[src/cdg_pkg.sv]
// Operation
// - The block drives a primary and a complementary output, both made from one chosen source.
// - A two-bit select picks the source from modulator one, modulator two, oscillator or logic cell.
// - One select bit times the dead band from the system clock or the 16 MHz fast oscillator.
// - When the block is switched on, both drive signals start out cleared.
// - Each output has its own enable, and with it clear the block leaves that pin alone.
// - With an output enabled, the pin gets either its override level or the live waveform.
// - With the block switched off, output enables and drive levels do nothing to the pins.
// - Each output has a polarity bit: set means active high, clear means active low.
// - Polarity applies to the live waveform only, never to the override levels.
// - Each output turns on only a dead time after the other output turned off.
// - Two separate 6-bit counters time the dead band after rising and after falling edges.
// - A dead band lasts from a count of zero up to the value in its delay register.
// - A rising source edge drops the complementary output at once and raises the primary after the rising delay.
// - A falling source edge drops the primary output at once and raises the complementary after the falling delay.
// - A delay value of zero switches the opposite output on at once.
// - Any selected shutdown input high forces both outputs to their override levels without software.
`timescale 1ns/100ps
`default_nettype none

package cdg_pkg;

  // Register port
  localparam int          ADDR_W        = 3;
  localparam int          DATA_W        = 8;
  localparam logic [2:0]  OFS_CON0      = 3'h0;
  localparam logic [2:0]  OFS_CON1      = 3'h1;
  localparam logic [2:0]  OFS_DBR       = 3'h2;
  localparam logic [2:0]  OFS_DBF       = 3'h3;
  localparam logic [2:0]  OFS_CON2      = 3'h4;
  localparam logic [2:0]  OFS_STAT      = 3'h5;
  localparam logic [7:0]  DATA_ZERO     = 8'h00;

  // Control register 0 fields
  localparam int          CON0_EN       = 7;
  localparam int          CON0_OEA      = 6;
  localparam int          CON0_OEB      = 5;
  localparam int          CON0_POLA     = 4;
  localparam int          CON0_POLB     = 3;
  localparam int          CON0_CS       = 0;

  // Control register 1 fields (waveform_input_shutdown_control)
  localparam int          CON1_ASD      = 7;
  localparam int          CON1_LVLB_HI  = 5;
  localparam int          CON1_LVLB_LO  = 4;
  localparam int          CON1_LVLA_HI  = 3;
  localparam int          CON1_LVLA_LO  = 2;
  localparam int          CON1_IS_HI    = 1;
  localparam int          CON1_IS_LO    = 0;

  // Control register 2 fields
  localparam int          CON2_ARSEN    = 2;
  localparam int          CON2_SDS_FLT  = 1;
  localparam int          CON2_SDS_LC   = 0;

  // Status register fields
  localparam int          STAT_SHDN     = 2;
  localparam int          STAT_ACT_A    = 1;
  localparam int          STAT_ACT_B    = 0;

  // Override level codes: bit 1 releases the pin, bit 0 is the level
  localparam int          LVL_RELEASE   = 1;
  localparam int          LVL_VALUE     = 0;

  // Input source codes
  localparam logic [1:0]  SRC_MOD1      = 2'h0;
  localparam logic [1:0]  SRC_MOD2      = 2'h1;
  localparam logic [1:0]  SRC_OSC       = 2'h2;
  localparam logic [1:0]  SRC_LC        = 2'h3;

  // Dead-band counters
  localparam int          DB_W          = 6;
  localparam logic [5:0]  DB_ZERO       = 6'h00;
  localparam logic [5:0]  DB_ONE        = 6'h01;

  typedef enum logic [1:0] {
    CDG_DB_IDLE = 2'b00,
    CDG_DB_WAIT = 2'b01,
    CDG_DB_ON   = 2'b10
  } cdg_db_state_e;

endpackage : cdg_pkg

// One dead-band timer: off until started, on after the programmed count
module cdg_deadband_timer
  import cdg_pkg::*;
(
  input  wire logic            core_clk,
  input  wire logic            rst_n,
  input  wire logic            start,
  input  wire logic            cancel,
  input  wire logic            tick,
  input  wire logic [DB_W-1:0] delay,
  output logic                 active
);

  cdg_db_state_e   state;
  logic [DB_W-1:0] count;
  logic [DB_W-1:0] next_count;

  assign next_count = count + DB_ONE;

  // Cancel wins so the opposite edge always drops this output at once
  always_ff @(posedge core_clk or negedge rst_n) begin
    if (!rst_n) begin
      state <= CDG_DB_IDLE;
      count <= DB_ZERO;
    end else if (cancel) begin
      state <= CDG_DB_IDLE;
      count <= DB_ZERO;
    end else if (start) begin
      count <= DB_ZERO;
      if (delay == DB_ZERO) begin
        state <= CDG_DB_ON;
      end else begin
        state <= CDG_DB_WAIT;
      end
    end else begin
      case (state)
        CDG_DB_WAIT: begin
          if (tick) begin
            count <= next_count;
            if (next_count == delay) begin
              state <= CDG_DB_ON;
            end
          end
        end
        default: begin
          state <= state;
        end
      endcase
    end
  end

  assign active = (state == CDG_DB_ON);

endmodule : cdg_deadband_timer

`default_nettype wire

[src/cdg_generator.sv]
// Local design decisions: the plain strobed port and the address map.
`timescale 1ns/100ps
`default_nettype none

// Complementary waveform generator with dead band and shutdown override
module cdg_generator
  import cdg_pkg::*;
(
  input  wire logic              core_clk,
  input  wire logic              rst_n,
  // Register port
  input  wire logic [ADDR_W-1:0] reg_addr,
  input  wire logic [DATA_W-1:0] reg_wdata,
  input  wire logic              reg_wr,
  input  wire logic              reg_rd,
  output logic      [DATA_W-1:0] reg_rdata,
  // Waveform sources
  input  wire logic              modulator_one_output,
  input  wire logic              modulator_two_output,
  input  wire logic              oscillator_output,
  input  wire logic              logic_cell_output,
  // Dead-band clock reference and fault input
  input  wire logic              internal_fast_oscillator,
  input  wire logic              fault_input,
  // Output pins
  output logic                   primary_output,
  output logic                   primary_output_oe,
  output logic                   complementary_output,
  output logic                   complementary_output_oe
);

  // Control register 0
  logic                  module_enable_bit;
  logic                  primary_output_enable;
  logic                  complementary_output_enable;
  logic                  primary_polarity;
  logic                  complementary_polarity;
  logic                  deadband_clock_select;

  // Control register 1
  logic                  shutdown_state_flag;
  logic [1:0]            primary_override_level;
  logic [1:0]            complementary_override_level;
  logic [1:0]            input_source_select_field;

  // Control register 2
  logic                  auto_restart_enable;
  logic                  shutdown_on_fault;
  logic                  shutdown_on_logic_cell;

  // Delay registers
  logic [DB_W-1:0]       rising_delay_register;
  logic [DB_W-1:0]       falling_delay_register;

  // Register decode
  logic                  wr_con0;
  logic                  wr_con1;
  logic                  wr_con2;
  logic                  wr_dbr;
  logic                  wr_dbf;
  logic [DATA_W-1:0]     next_rdata;

  // Source path
  logic                  source_raw;
  logic                  source_sync1;
  logic                  source_sync2;
  logic                  source_prev;
  logic                  source_rise;
  logic                  source_fall;

  // Dead-band tick path
  logic                  osc_sync1;
  logic                  osc_sync2;
  logic                  osc_prev;
  logic                  db_tick;

  // Shutdown and waveform state
  logic                  fault_hit;
  logic                  enable_prev;
  logic                  timers_cancel;
  logic                  primary_active;
  logic                  complementary_active;
  logic                  next_primary_output;
  logic                  next_complementary_output;
  logic                  next_primary_oe;
  logic                  next_complementary_oe;

  // Register write decode

  // Address decode for writes; unmapped writes are dropped
  always_comb begin
    wr_con0 = 1'b0;
    wr_con1 = 1'b0;
    wr_con2 = 1'b0;
    wr_dbr  = 1'b0;
    wr_dbf  = 1'b0;
    if (reg_wr) begin
      if (reg_addr == OFS_CON0) begin
        wr_con0 = 1'b1;
      end else if (reg_addr == OFS_CON1) begin
        wr_con1 = 1'b1;
      end else if (reg_addr == OFS_CON2) begin
        wr_con2 = 1'b1;
      end else if (reg_addr == OFS_DBR) begin
        wr_dbr = 1'b1;
      end else if (reg_addr == OFS_DBF) begin
        wr_dbf = 1'b1;
      end
    end
  end

  // Control register 0: enables, polarities, clock select
  always_ff @(posedge core_clk or negedge rst_n) begin
    if (!rst_n) begin
      module_enable_bit           <= 1'b0;
      primary_output_enable       <= 1'b0;
      complementary_output_enable <= 1'b0;
      primary_polarity            <= 1'b0;
      complementary_polarity      <= 1'b0;
      deadband_clock_select       <= 1'b0;
    end else if (wr_con0) begin
      module_enable_bit           <= reg_wdata[CON0_EN];
      primary_output_enable       <= reg_wdata[CON0_OEA];
      complementary_output_enable <= reg_wdata[CON0_OEB];
      primary_polarity            <= reg_wdata[CON0_POLA];
      complementary_polarity      <= reg_wdata[CON0_POLB];
      deadband_clock_select       <= reg_wdata[CON0_CS];
    end
  end

  // Control register 1: override levels and source select
  always_ff @(posedge core_clk or negedge rst_n) begin
    if (!rst_n) begin
      primary_override_level       <= 2'h0;
      complementary_override_level <= 2'h0;
      input_source_select_field    <= SRC_MOD1;
    end else if (wr_con1) begin
      primary_override_level       <= reg_wdata[CON1_LVLA_HI:CON1_LVLA_LO];
      complementary_override_level <= reg_wdata[CON1_LVLB_HI:CON1_LVLB_LO];
      input_source_select_field    <= reg_wdata[CON1_IS_HI:CON1_IS_LO];
    end
  end

  // Control register 2: shutdown sources and restart mode
  always_ff @(posedge core_clk or negedge rst_n) begin
    if (!rst_n) begin
      auto_restart_enable    <= 1'b0;
      shutdown_on_fault      <= 1'b0;
      shutdown_on_logic_cell <= 1'b0;
    end else if (wr_con2) begin
      auto_restart_enable    <= reg_wdata[CON2_ARSEN];
      shutdown_on_fault      <= reg_wdata[CON2_SDS_FLT];
      shutdown_on_logic_cell <= reg_wdata[CON2_SDS_LC];
    end
  end

  // Dead-band delay registers, low six bits only
  always_ff @(posedge core_clk or negedge rst_n) begin
    if (!rst_n) begin
      rising_delay_register  <= DB_ZERO;
      falling_delay_register <= DB_ZERO;
    end else begin
      if (wr_dbr) begin
        rising_delay_register <= reg_wdata[DB_W-1:0];
      end
      if (wr_dbf) begin
        falling_delay_register <= reg_wdata[DB_W-1:0];
      end
    end
  end

  // Shutdown state

  // Level sensitive: a held fault keeps the block in shutdown
  assign fault_hit = (shutdown_on_fault      & fault_input)
                   | (shutdown_on_logic_cell & logic_cell_output);

  // A fault in the same cycle as a software clear keeps the flag set
  always_ff @(posedge core_clk or negedge rst_n) begin
    if (!rst_n) begin
      shutdown_state_flag <= 1'b0;
    end else if (fault_hit) begin
      shutdown_state_flag <= 1'b1;
    end else if (wr_con1) begin
      shutdown_state_flag <= reg_wdata[CON1_ASD];
    end else if (auto_restart_enable) begin
      shutdown_state_flag <= 1'b0;
    end
  end

  // Source selection, synchronisation and edge detection

  // Source multiplexer ahead of the synchroniser
  always_comb begin
    case (input_source_select_field)
      SRC_MOD1: source_raw = modulator_one_output;
      SRC_MOD2: source_raw = modulator_two_output;
      SRC_OSC:  source_raw = oscillator_output;
      default:  source_raw = logic_cell_output;
    endcase
  end

  // Two-stage synchroniser plus one stage of history for edges
  always_ff @(posedge core_clk or negedge rst_n) begin
    if (!rst_n) begin
      source_sync1 <= 1'b0;
      source_sync2 <= 1'b0;
      source_prev  <= 1'b0;
    end else begin
      source_sync1 <= source_raw;
      source_sync2 <= source_sync1;
      source_prev  <= source_sync2;
    end
  end

  // Edges are taken only from the second stage onward
  assign source_rise = source_sync2 & ~source_prev;
  assign source_fall = ~source_sync2 & source_prev;

  // Dead-band clock

  // Fast oscillator is sampled, so it must be slower than half core_clk
  always_ff @(posedge core_clk or negedge rst_n) begin
    if (!rst_n) begin
      osc_sync1 <= 1'b0;
      osc_sync2 <= 1'b0;
      osc_prev  <= 1'b0;
    end else begin
      osc_sync1 <= internal_fast_oscillator;
      osc_sync2 <= osc_sync1;
      osc_prev  <= osc_sync2;
    end
  end

  // One tick per dead-band clock period
  assign db_tick = deadband_clock_select ? (osc_sync2 & ~osc_prev) : 1'b1;

  // Dead-band timers

  // Enable edge tracker so both drives start cleared on enable
  always_ff @(posedge core_clk or negedge rst_n) begin
    if (!rst_n) begin
      enable_prev <= 1'b0;
    end else begin
      enable_prev <= module_enable_bit;
    end
  end

  // Disabled, just enabled or shut down: both timers held off
  assign timers_cancel = ~module_enable_bit | ~enable_prev
                       | shutdown_state_flag;

  // Rising edge timer drives the primary; falling edge cancels it at once
  cdg_deadband_timer u_rise_timer (
    .core_clk (core_clk),
    .rst_n    (rst_n),
    .start    (source_rise),
    .cancel   (timers_cancel | source_fall),
    .tick     (db_tick),
    .delay    (rising_delay_register),
    .active   (primary_active)
  );

  // Falling edge timer drives the complement; rising edge cancels it at once
  cdg_deadband_timer u_fall_timer (
    .core_clk (core_clk),
    .rst_n    (rst_n),
    .start    (source_fall),
    .cancel   (timers_cancel | source_rise),
    .tick     (db_tick),
    .delay    (falling_delay_register),
    .active   (complementary_active)
  );

  // Output stage

  // Override levels bypass polarity; the waveform goes through it
  always_comb begin
    if (shutdown_state_flag) begin
      next_primary_output       = primary_override_level[LVL_VALUE];
      next_complementary_output = complementary_override_level[LVL_VALUE];
    end else begin
      next_primary_output       = ~(primary_active ^ primary_polarity);
      next_complementary_output = ~(complementary_active
                                    ^ complementary_polarity);
    end
  end

  // Pin enables gated by the module enable and the release code
  always_comb begin
    next_primary_oe       = module_enable_bit & primary_output_enable;
    next_complementary_oe = module_enable_bit & complementary_output_enable;
    if (shutdown_state_flag && primary_override_level[LVL_RELEASE]) begin
      next_primary_oe = 1'b0;
    end
    if (shutdown_state_flag && complementary_override_level[LVL_RELEASE]) begin
      next_complementary_oe = 1'b0;
    end
  end

  // Registered pins; both timers never overlap so neither is active together
  always_ff @(posedge core_clk or negedge rst_n) begin
    if (!rst_n) begin
      primary_output          <= 1'b0;
      complementary_output    <= 1'b0;
      primary_output_oe       <= 1'b0;
      complementary_output_oe <= 1'b0;
    end else begin
      primary_output          <= next_primary_output;
      complementary_output    <= next_complementary_output;
      primary_output_oe       <= next_primary_oe;
      complementary_output_oe <= next_complementary_oe;
    end
  end

  // Register read

  // Read mux; unmapped addresses and reserved bits read zero
  always_comb begin
    next_rdata = DATA_ZERO;
    if (reg_rd) begin
      if (reg_addr == OFS_CON0) begin
        next_rdata[CON0_EN]   = module_enable_bit;
        next_rdata[CON0_OEA]  = primary_output_enable;
        next_rdata[CON0_OEB]  = complementary_output_enable;
        next_rdata[CON0_POLA] = primary_polarity;
        next_rdata[CON0_POLB] = complementary_polarity;
        next_rdata[CON0_CS]   = deadband_clock_select;
      end else if (reg_addr == OFS_CON1) begin
        next_rdata[CON1_ASD]                  = shutdown_state_flag;
        next_rdata[CON1_LVLB_HI:CON1_LVLB_LO] = complementary_override_level;
        next_rdata[CON1_LVLA_HI:CON1_LVLA_LO] = primary_override_level;
        next_rdata[CON1_IS_HI:CON1_IS_LO]     = input_source_select_field;
      end else if (reg_addr == OFS_DBR) begin
        next_rdata[DB_W-1:0] = rising_delay_register;
      end else if (reg_addr == OFS_DBF) begin
        next_rdata[DB_W-1:0] = falling_delay_register;
      end else if (reg_addr == OFS_CON2) begin
        next_rdata[CON2_ARSEN]   = auto_restart_enable;
        next_rdata[CON2_SDS_FLT] = shutdown_on_fault;
        next_rdata[CON2_SDS_LC]  = shutdown_on_logic_cell;
      end else if (reg_addr == OFS_STAT) begin
        next_rdata[STAT_SHDN]  = shutdown_state_flag;
        next_rdata[STAT_ACT_A] = primary_active;
        next_rdata[STAT_ACT_B] = complementary_active;
      end
    end
  end

  // Read data stands for one cycle after the strobe, zero otherwise
  always_ff @(posedge core_clk or negedge rst_n) begin
    if (!rst_n) begin
      reg_rdata <= DATA_ZERO;
    end else begin
      reg_rdata <= next_rdata;
    end
  end

endmodule : cdg_generator

`default_nettype wire

[config.mk]
export PLATFORM = sky130hd
export DESIGN_NAME = cdg_generator
export DESIGN_NICKNAME = d
export VERILOG_FILES = /design/src/cdg_pkg.sv /design/src/cdg_generator.sv
export SDC_FILE = /design/constraint.sdc
export NUM_CORES = 1
export LEC_CHECK = 0
export CELL_PAD_IN_SITES_DETAIL_PLACEMENT = 1
export CELL_PAD_IN_SITES_GLOBAL_PLACEMENT = 2
export CORE_ASPECT_RATIO = 0.9
export CORE_UTILIZATION = 45
export CTS_CLUSTER_SIZE = 30
export DETAILED_ROUTE_END_ITERATION = 10
export DONT_BUFFER_PORTS = 1
export GPL_TIMING_DRIVEN = 0
export PLACE_DENSITY_LB_ADDON = 0.15
export REMOVE_ABC_BUFFERS = 1
export SLEW_MARGIN = 15
export SYNTH_ARGS = -nofsm -noshare
export SYNTH_HDL_FRONTEND = slang
export SYNTH_SLANG_ARGS = --single-unit
[constraint.sdc]
create_clock -name core_clk -period 2.6 [get_ports core_clk]
set_clock_uncertainty 0.05 [all_clocks]
set_input_delay 0.52 -clock core_clk [delete_from_list [all_inputs] [get_ports core_clk]]
set_output_delay 0.52 -clock core_clk [all_outputs]
set_load 0.01 [all_outputs]
# After elaboration in Yosys (flattened, before gate mapping)
# Cells that the tools add are included.
dict set report classes {
  bitwise 21
  n_mux 62
  eq_ne 13
  reduce_logical 17
  add_sub_neg 2
}
# operator n
set ops {}
lappend ops {{two-way mux 6 bit} 10}
lappend ops {{two-way mux 1 bit} 32}
lappend ops {{two-way mux 2 bit} 13}
lappend ops {{nonzero test 3 bit} 7}
lappend ops {{two-way mux 3 bit} 5}
lappend ops {{adder 6 x 1 -> 6 bit (second input constant)} 2}
lappend ops {{== test 6 bit} 2}
lappend ops {{zero test 6 bit} 2}
lappend ops {{two-way mux 8 bit} 1}
lappend ops {{bitwise AND 1 bit} 7}
lappend ops {{NOT 1 bit} 7}
lappend ops {{== test 2 x 1 -> 1 bit (second input constant)} 3}
lappend ops {{== test 2 bit (second input constant)} 3}
lappend ops {{== test 3 x 2 -> 1 bit (second input constant)} 2}
lappend ops {{== test 3 bit (second input constant)} 2}
lappend ops {{AND reduction 3 bit} 2}
lappend ops {{OR 1 bit} 5}
lappend ops {{AND reduction 2 bit} 2}
lappend ops {{== test 3 x 1 -> 1 bit (second input constant)} 1}
lappend ops {{zero test 3 bit} 1}
lappend ops {{one-hot mux 1 bit (3 select lines)} 1}
lappend ops {{logical AND 1 bit} 2}
lappend ops {{zero test 2 bit} 1}
lappend ops {{XOR 1 bit} 2}
dict set report word_totals {
  output_inout_bits 12
  input_bits 21
  register_bits 63
}

# Longest topological paths before layout
dict set report logic_depth {
  depth_word 8
  mapped_depth 6
  mapped_depth_nobuf 6
}

# Hierarchy
# From an unflattened synthesis, not the netlist that was laid out.
dict set report hier_totals {
  hier_cells 281
  hier_area_um2 3166.8
}
# module cells_per_inst instances area_each_um2 seq_area_each_um2
set modules_own_cells {}
lappend modules_own_cells {cdg_generator 153 1 2033.2 1176.1}
lappend modules_own_cells {cdg_deadband_timer 64 2 566.8 200.2}

# Worst setup path after synthesis
# OpenSTA, ideal clock, no wires.
dict set report synth_path {
  path_kind {input to register}
  startpoint {input reg_addr[1]}
  endpoint {register complementary_override_level[0]}
  setup_time_ps 127
  arrival_ps 1574
  required_ps 2423
  setup_slack_ps 848
  stages 4
  cell_sequence {buf_2 nand2b_1 nor3b_4 mux2_1}
}
dict set report synth_between {
  elab_chain_cells 4
  elab_cells_between_ends 5
  cone_classes {eq/ne: 1; mux: 3; reduce/logical: 1}
}
# element line
set synth_rtl {}
lappend synth_rtl {{start, declared} cdg_generator.sv:12} ;# input wire logic [ADDR_W-1:0] reg_addr,
lappend synth_rtl {{== test 3 x 1 -> 1 bit} cdg_generator.sv:100} ;# end else if (reg_addr == OFS_CON1) begin
lappend synth_rtl {{two-way mux 1 bit} cdg_generator.sv:100}
lappend synth_rtl {{two-way mux 1 bit *} cdg_generator.sv:98} ;# if (reg_addr == OFS_CON0) begin
lappend synth_rtl {{two-way mux 1 bit *} cdg_generator.sv:97} ;# if (reg_wr) begin
lappend synth_rtl {{end signal, assigned} cdg_generator.sv:139} ;# complementary_override_level <= reg_wdata[CON1_LVLB_HI:CON1_LVLB_LO];
lappend synth_rtl {{end, declared} cdg_generator.sv:43} ;# logic [1:0] complementary_override_level;
# Every way passes the cells marked *; elsewhere a longest branch is shown, timed or not.
# A chain may end at the register's enable or synchronous reset.

# Final worst setup path
dict set report layout_path {
  startpoint {register shutdown_state_flag}
  endpoint {register u_fall_timer.state[1]}
}
dict set report layout_between {
  elab_chain_cells 4
  elab_cells_between_ends 7
  cone_classes {mux: 1; bitwise: 2; reduce/logical: 4}
}
# element line
set layout_rtl {}
lappend layout_rtl {{start, declared} cdg_generator.sv:41} ;# logic shutdown_state_flag;
lappend layout_rtl {{start signal, assigned} cdg_generator.sv:185} ;# shutdown_state_flag <= reg_wdata[CON1_ASD];
lappend layout_rtl {{OR 1 bit *} cdg_generator.sv:251} ;# | shutdown_state_flag;
lappend layout_rtl {{OR 1 bit *} cdg_generator.sv:269} ;# .cancel (timers_cancel | source_rise),
lappend layout_rtl {{nonzero test 3 bit (no line)} n/a}
lappend layout_rtl {{AND reduction 3 bit (no line)} n/a}
lappend layout_rtl {{end signal, assigned} cdg_pkg.sv:129} ;# state <= state;
lappend layout_rtl {{end, declared} cdg_pkg.sv:97} ;# cdg_db_state_e state;
# Marks and branches as above.

==> run summary <==
GP Congestion -> 0.772
RSZ-0062 raised after global routing -> false
TritonCTS Buffers -> 9
CP bufs+invs -> 1
number of fill cells in the layout -> 671
gr ovfl total -> 0
vias in the first global route -> 1,989
max-cap viol count -> 0
# placed instances -> 326
area delta synth->final -> 11.5%
Yosys top cell by area -> dfrtp_1
pin count of the biggest net entering global routing -> 64
GRT met1 Usage -> 30.2%
most common library cells after synthesis -> 63 x dfrtp_1, 27 x mux2_1, 21 x nor2_1, 21 x xnor2_1, 16 x nand2_1
GRT met2 Usage -> 32.2%
post-synthesis register bit count -> 63
area share of the largest cell type after synthesis -> 52.7%
root buffer cell -> clkbuf_8
initial antenna violation count -> 0
Final Hold Fails -> 0
remaining routing DRC violations -> 0
Post-Syn Area -> 2990 um^2
predominant post-synthesis flop cell -> dfrtp_1
total track usage -> 21.4%
EDFF count, synth -> 0
Placed Area -> 3060 um^2
# IOs -> 33
CP Launch Type -> flip-flop
Leakage -> 1.39 nW
Clock Latency Late Sink -> 0.34 ns
most area-consuming cells after synthesis -> dfrtp_1 53%, mux2_1 10%, xnor2_1 6.1%
Most Crowded Layer GR -> met2
ys async rst share -> 100%
first-pass GRT wire length -> 10,700 um
clock sinks -> 63
Setup Buffers After CTS -> 0
final instance area -> 3340 um^2
Core Region -> 6280 um^2
maximum clock rate -> 457 MHz
slowest library cell on the worst path -> dfrtp_1
DR WL/cell -> 19.1 um
# H-tree levels -> 3
Final TNS setup -> 0 ns
Core Util, Final -> 53.1%
Worst slew margin -> 57.3%
Setup crit end kind -> flip-flop
final cell count without fillers -> 343
post-synthesis cell count -> 247
peak supply drop -> 0.493 mV
DRT Pass-1 Iters -> 4
# diodes -> 0
Initial Util -> 47.6%
Syn Area/Cell -> 12.1 um^2
Distinct cells, synth -> 45
PnR Total Power -> 2.67 mW
crit-path max FO -> 14
Iter 0 DRT Violations -> 110
Crit Path Category -> reg -> reg
class of the worst hold path -> in -> reg
Crit path arrival time -> 2.36 ns
TritonCTS clock tree -> yes
sequential share of the synthesized area -> 52.7%
Ys Warns -> 0
crit path time final -> 2.19 ns
Cell Chain, Critical Path -> inv_2 -> and3_1 -> nand3_2 -> a31oi_1 -> mux2_1
fin. max-slew vios -> 0
Critical Path RT -> 2.77 ns
status -> finished, final reports clean
top-count cell post-synth -> dfrtp_1
die height -> 79.4 um
share of layout cells above drive strength 1 -> 12.9%
fin crit share -> 84.2%
Die ar. -> 6980 um^2
Vias -> 1,863
delay of the slowest cell on the worst path -> 0.52 ns
Least-Margin Pin Slew -> 0.638 ns
post-route ant nets -> 0
CTS Buffer Depth -> 2
hpwl dp -> 4490 um
pwr/cell area -> 801 nW/um^2
Port Buffers -> 0
met3 global-route usage -> 5.82%
die width -> 88.0 um
crit-path leading delay family -> simple AND/OR/NAND/NOR gates
fin nets -> 275
final WL -> 6570 um
Vias per Instance -> 5.43
Reg clk slew, reported paths -> 0.07 ns
Final setup viols -> 0
# rows -> 27
==> cell families (layout without fill, tap and decap cells) <==
logic type / after synthesis / after routing / share of synthesized area [%]
AND/OR/NAND/NOR: 72 / 72 / 13.1
flip-flops: 63 / 63 / 52.7
multiplexers: 38 / 38 / 15.6
XOR/XNOR: 32 / 32 / 9.36
AO/OA/AOI/OAI: 29 / 29 / 6.61
buffers and inverters: 11 / 20 / 1.76
adder cells (fa/ha/maj): 2 / 2 / 0.836
==> cells in the final DEF, fill, tap and decap left out, types with 2 or more instances in the layout <==
master      instances
dfrtp_1            63
mux2_1             27
nor2_1             21
xnor2_1            21
nand2_1            16
xor2_1             11
clkbuf_8            9
nand2b_1            7
a21oi_1             7
nor2b_1             5
o21ai_0             5
mux4_2              4
mux2i_1             4
nand3_1             4
mux2_2              3
and3_1              3
a211oi_1            3
a22oi_1             3
bufinv_16           3
nor3_1              2
inv_1               2
a31oi_1             2
nor4_1              2
a22o_1              2
ha_1                2
clkinvlp_4          2
==> flip-flops by register name (all words and copies together) (netlist names), 2 cells and up <==
name and count:
reg_rdata 8, falling_delay_register 6, rising_delay_register 6, u_fall_timer.count 6
u_rise_timer.count 6, complementary_override_level 2, input_source_select_field 2, primary_override_level 2
u_fall_timer.state 2, u_rise_timer.state 2
==> per-layer routing <==
metal | part of all wire [%] | vias to the layer above | wire length (um)
met4 | 1.1 | 0 | 69
li1 | - | 873 | -
met1 | 49 | 949 | 3220
met5 | 0 | - | 0
met3 | 3.8 | 7 | 248
met2 | 46 | 34 | 3030
==> worst register-to-register path, delay by kind of cell, from the launching register on <==
kind | cells | cell delay [ns]
buffers and inverters | 1 | 0.11
multiplexers | 1 | 0.35
AND/OR/NAND/NOR | 2 | 0.68
AO/OA/AOI/OAI | 1 | 0.36
flip-flops | 1 | 0.52
==> where the power goes <==
part / internal (mW) / switching (mW) / total (mW)
registers: 1.13 / 0.168 / 1.30
logic: 0.193 / 0.165 / 0.358
clock network: 0.629 / 0.387 / 1.02
==> metrics by stage <==
stage | hold slack [ns] | setup slack (ns)
6_report | 0.157 | 0.412
5_1_grt | 0.134 | 0.252
4_1_cts | 0.133 | 0.141
3_5_place_dp | 0.176 | 0.150
3_3_place_gp | 0.176 | 0.176
2_1_floorplan | 0.174 | 0.806
==> worst paths after layout <==
kind / startpoint / to / slack (ns) / cells after the start
setup / recovery: shutdown_state_flag / u_fall_timer.state[1] / 0.41 / 5
hold / removal: internal_fast_oscillator / osc_sync1 / 0.16 / 0
setup reg to reg: shutdown_state_flag / u_fall_timer.state[1] / 0.41 / 5
hold reg to reg: source_sync1 / source_sync2 / 0.30 / 0
max in group asynchronous: rst_n / u_rise_timer.count[1] / 1.58 / 2
min in group asynchronous: rst_n / u_fall_timer.count[3] / 0.66 / 2
==> final cells by class <==
type | count | area, um^2 | area share (%)
Sequential cell | 63 | 1580 | 47.2
Multi-Input combinational cell | 173 | 1370 | 41.0
Clock buffer | 9 | 124 | 3.71
Clock inverter | 6 | 110 | 3.30
Tap cell | 87 | 109 | 3.26
Timing Repair Buffer | 2 | 37.5 | 1.12
Inverter | 3 | 11.3 | 0.337
==> repair_timing <==
item,in CTS,in global routing
setup endpoints to repair,0,1
hold buffers,2,0
resized for setup,0,1
endpoints found under the hold margin,63,0
No activity file was read; power rests on OpenSTA's default activity.
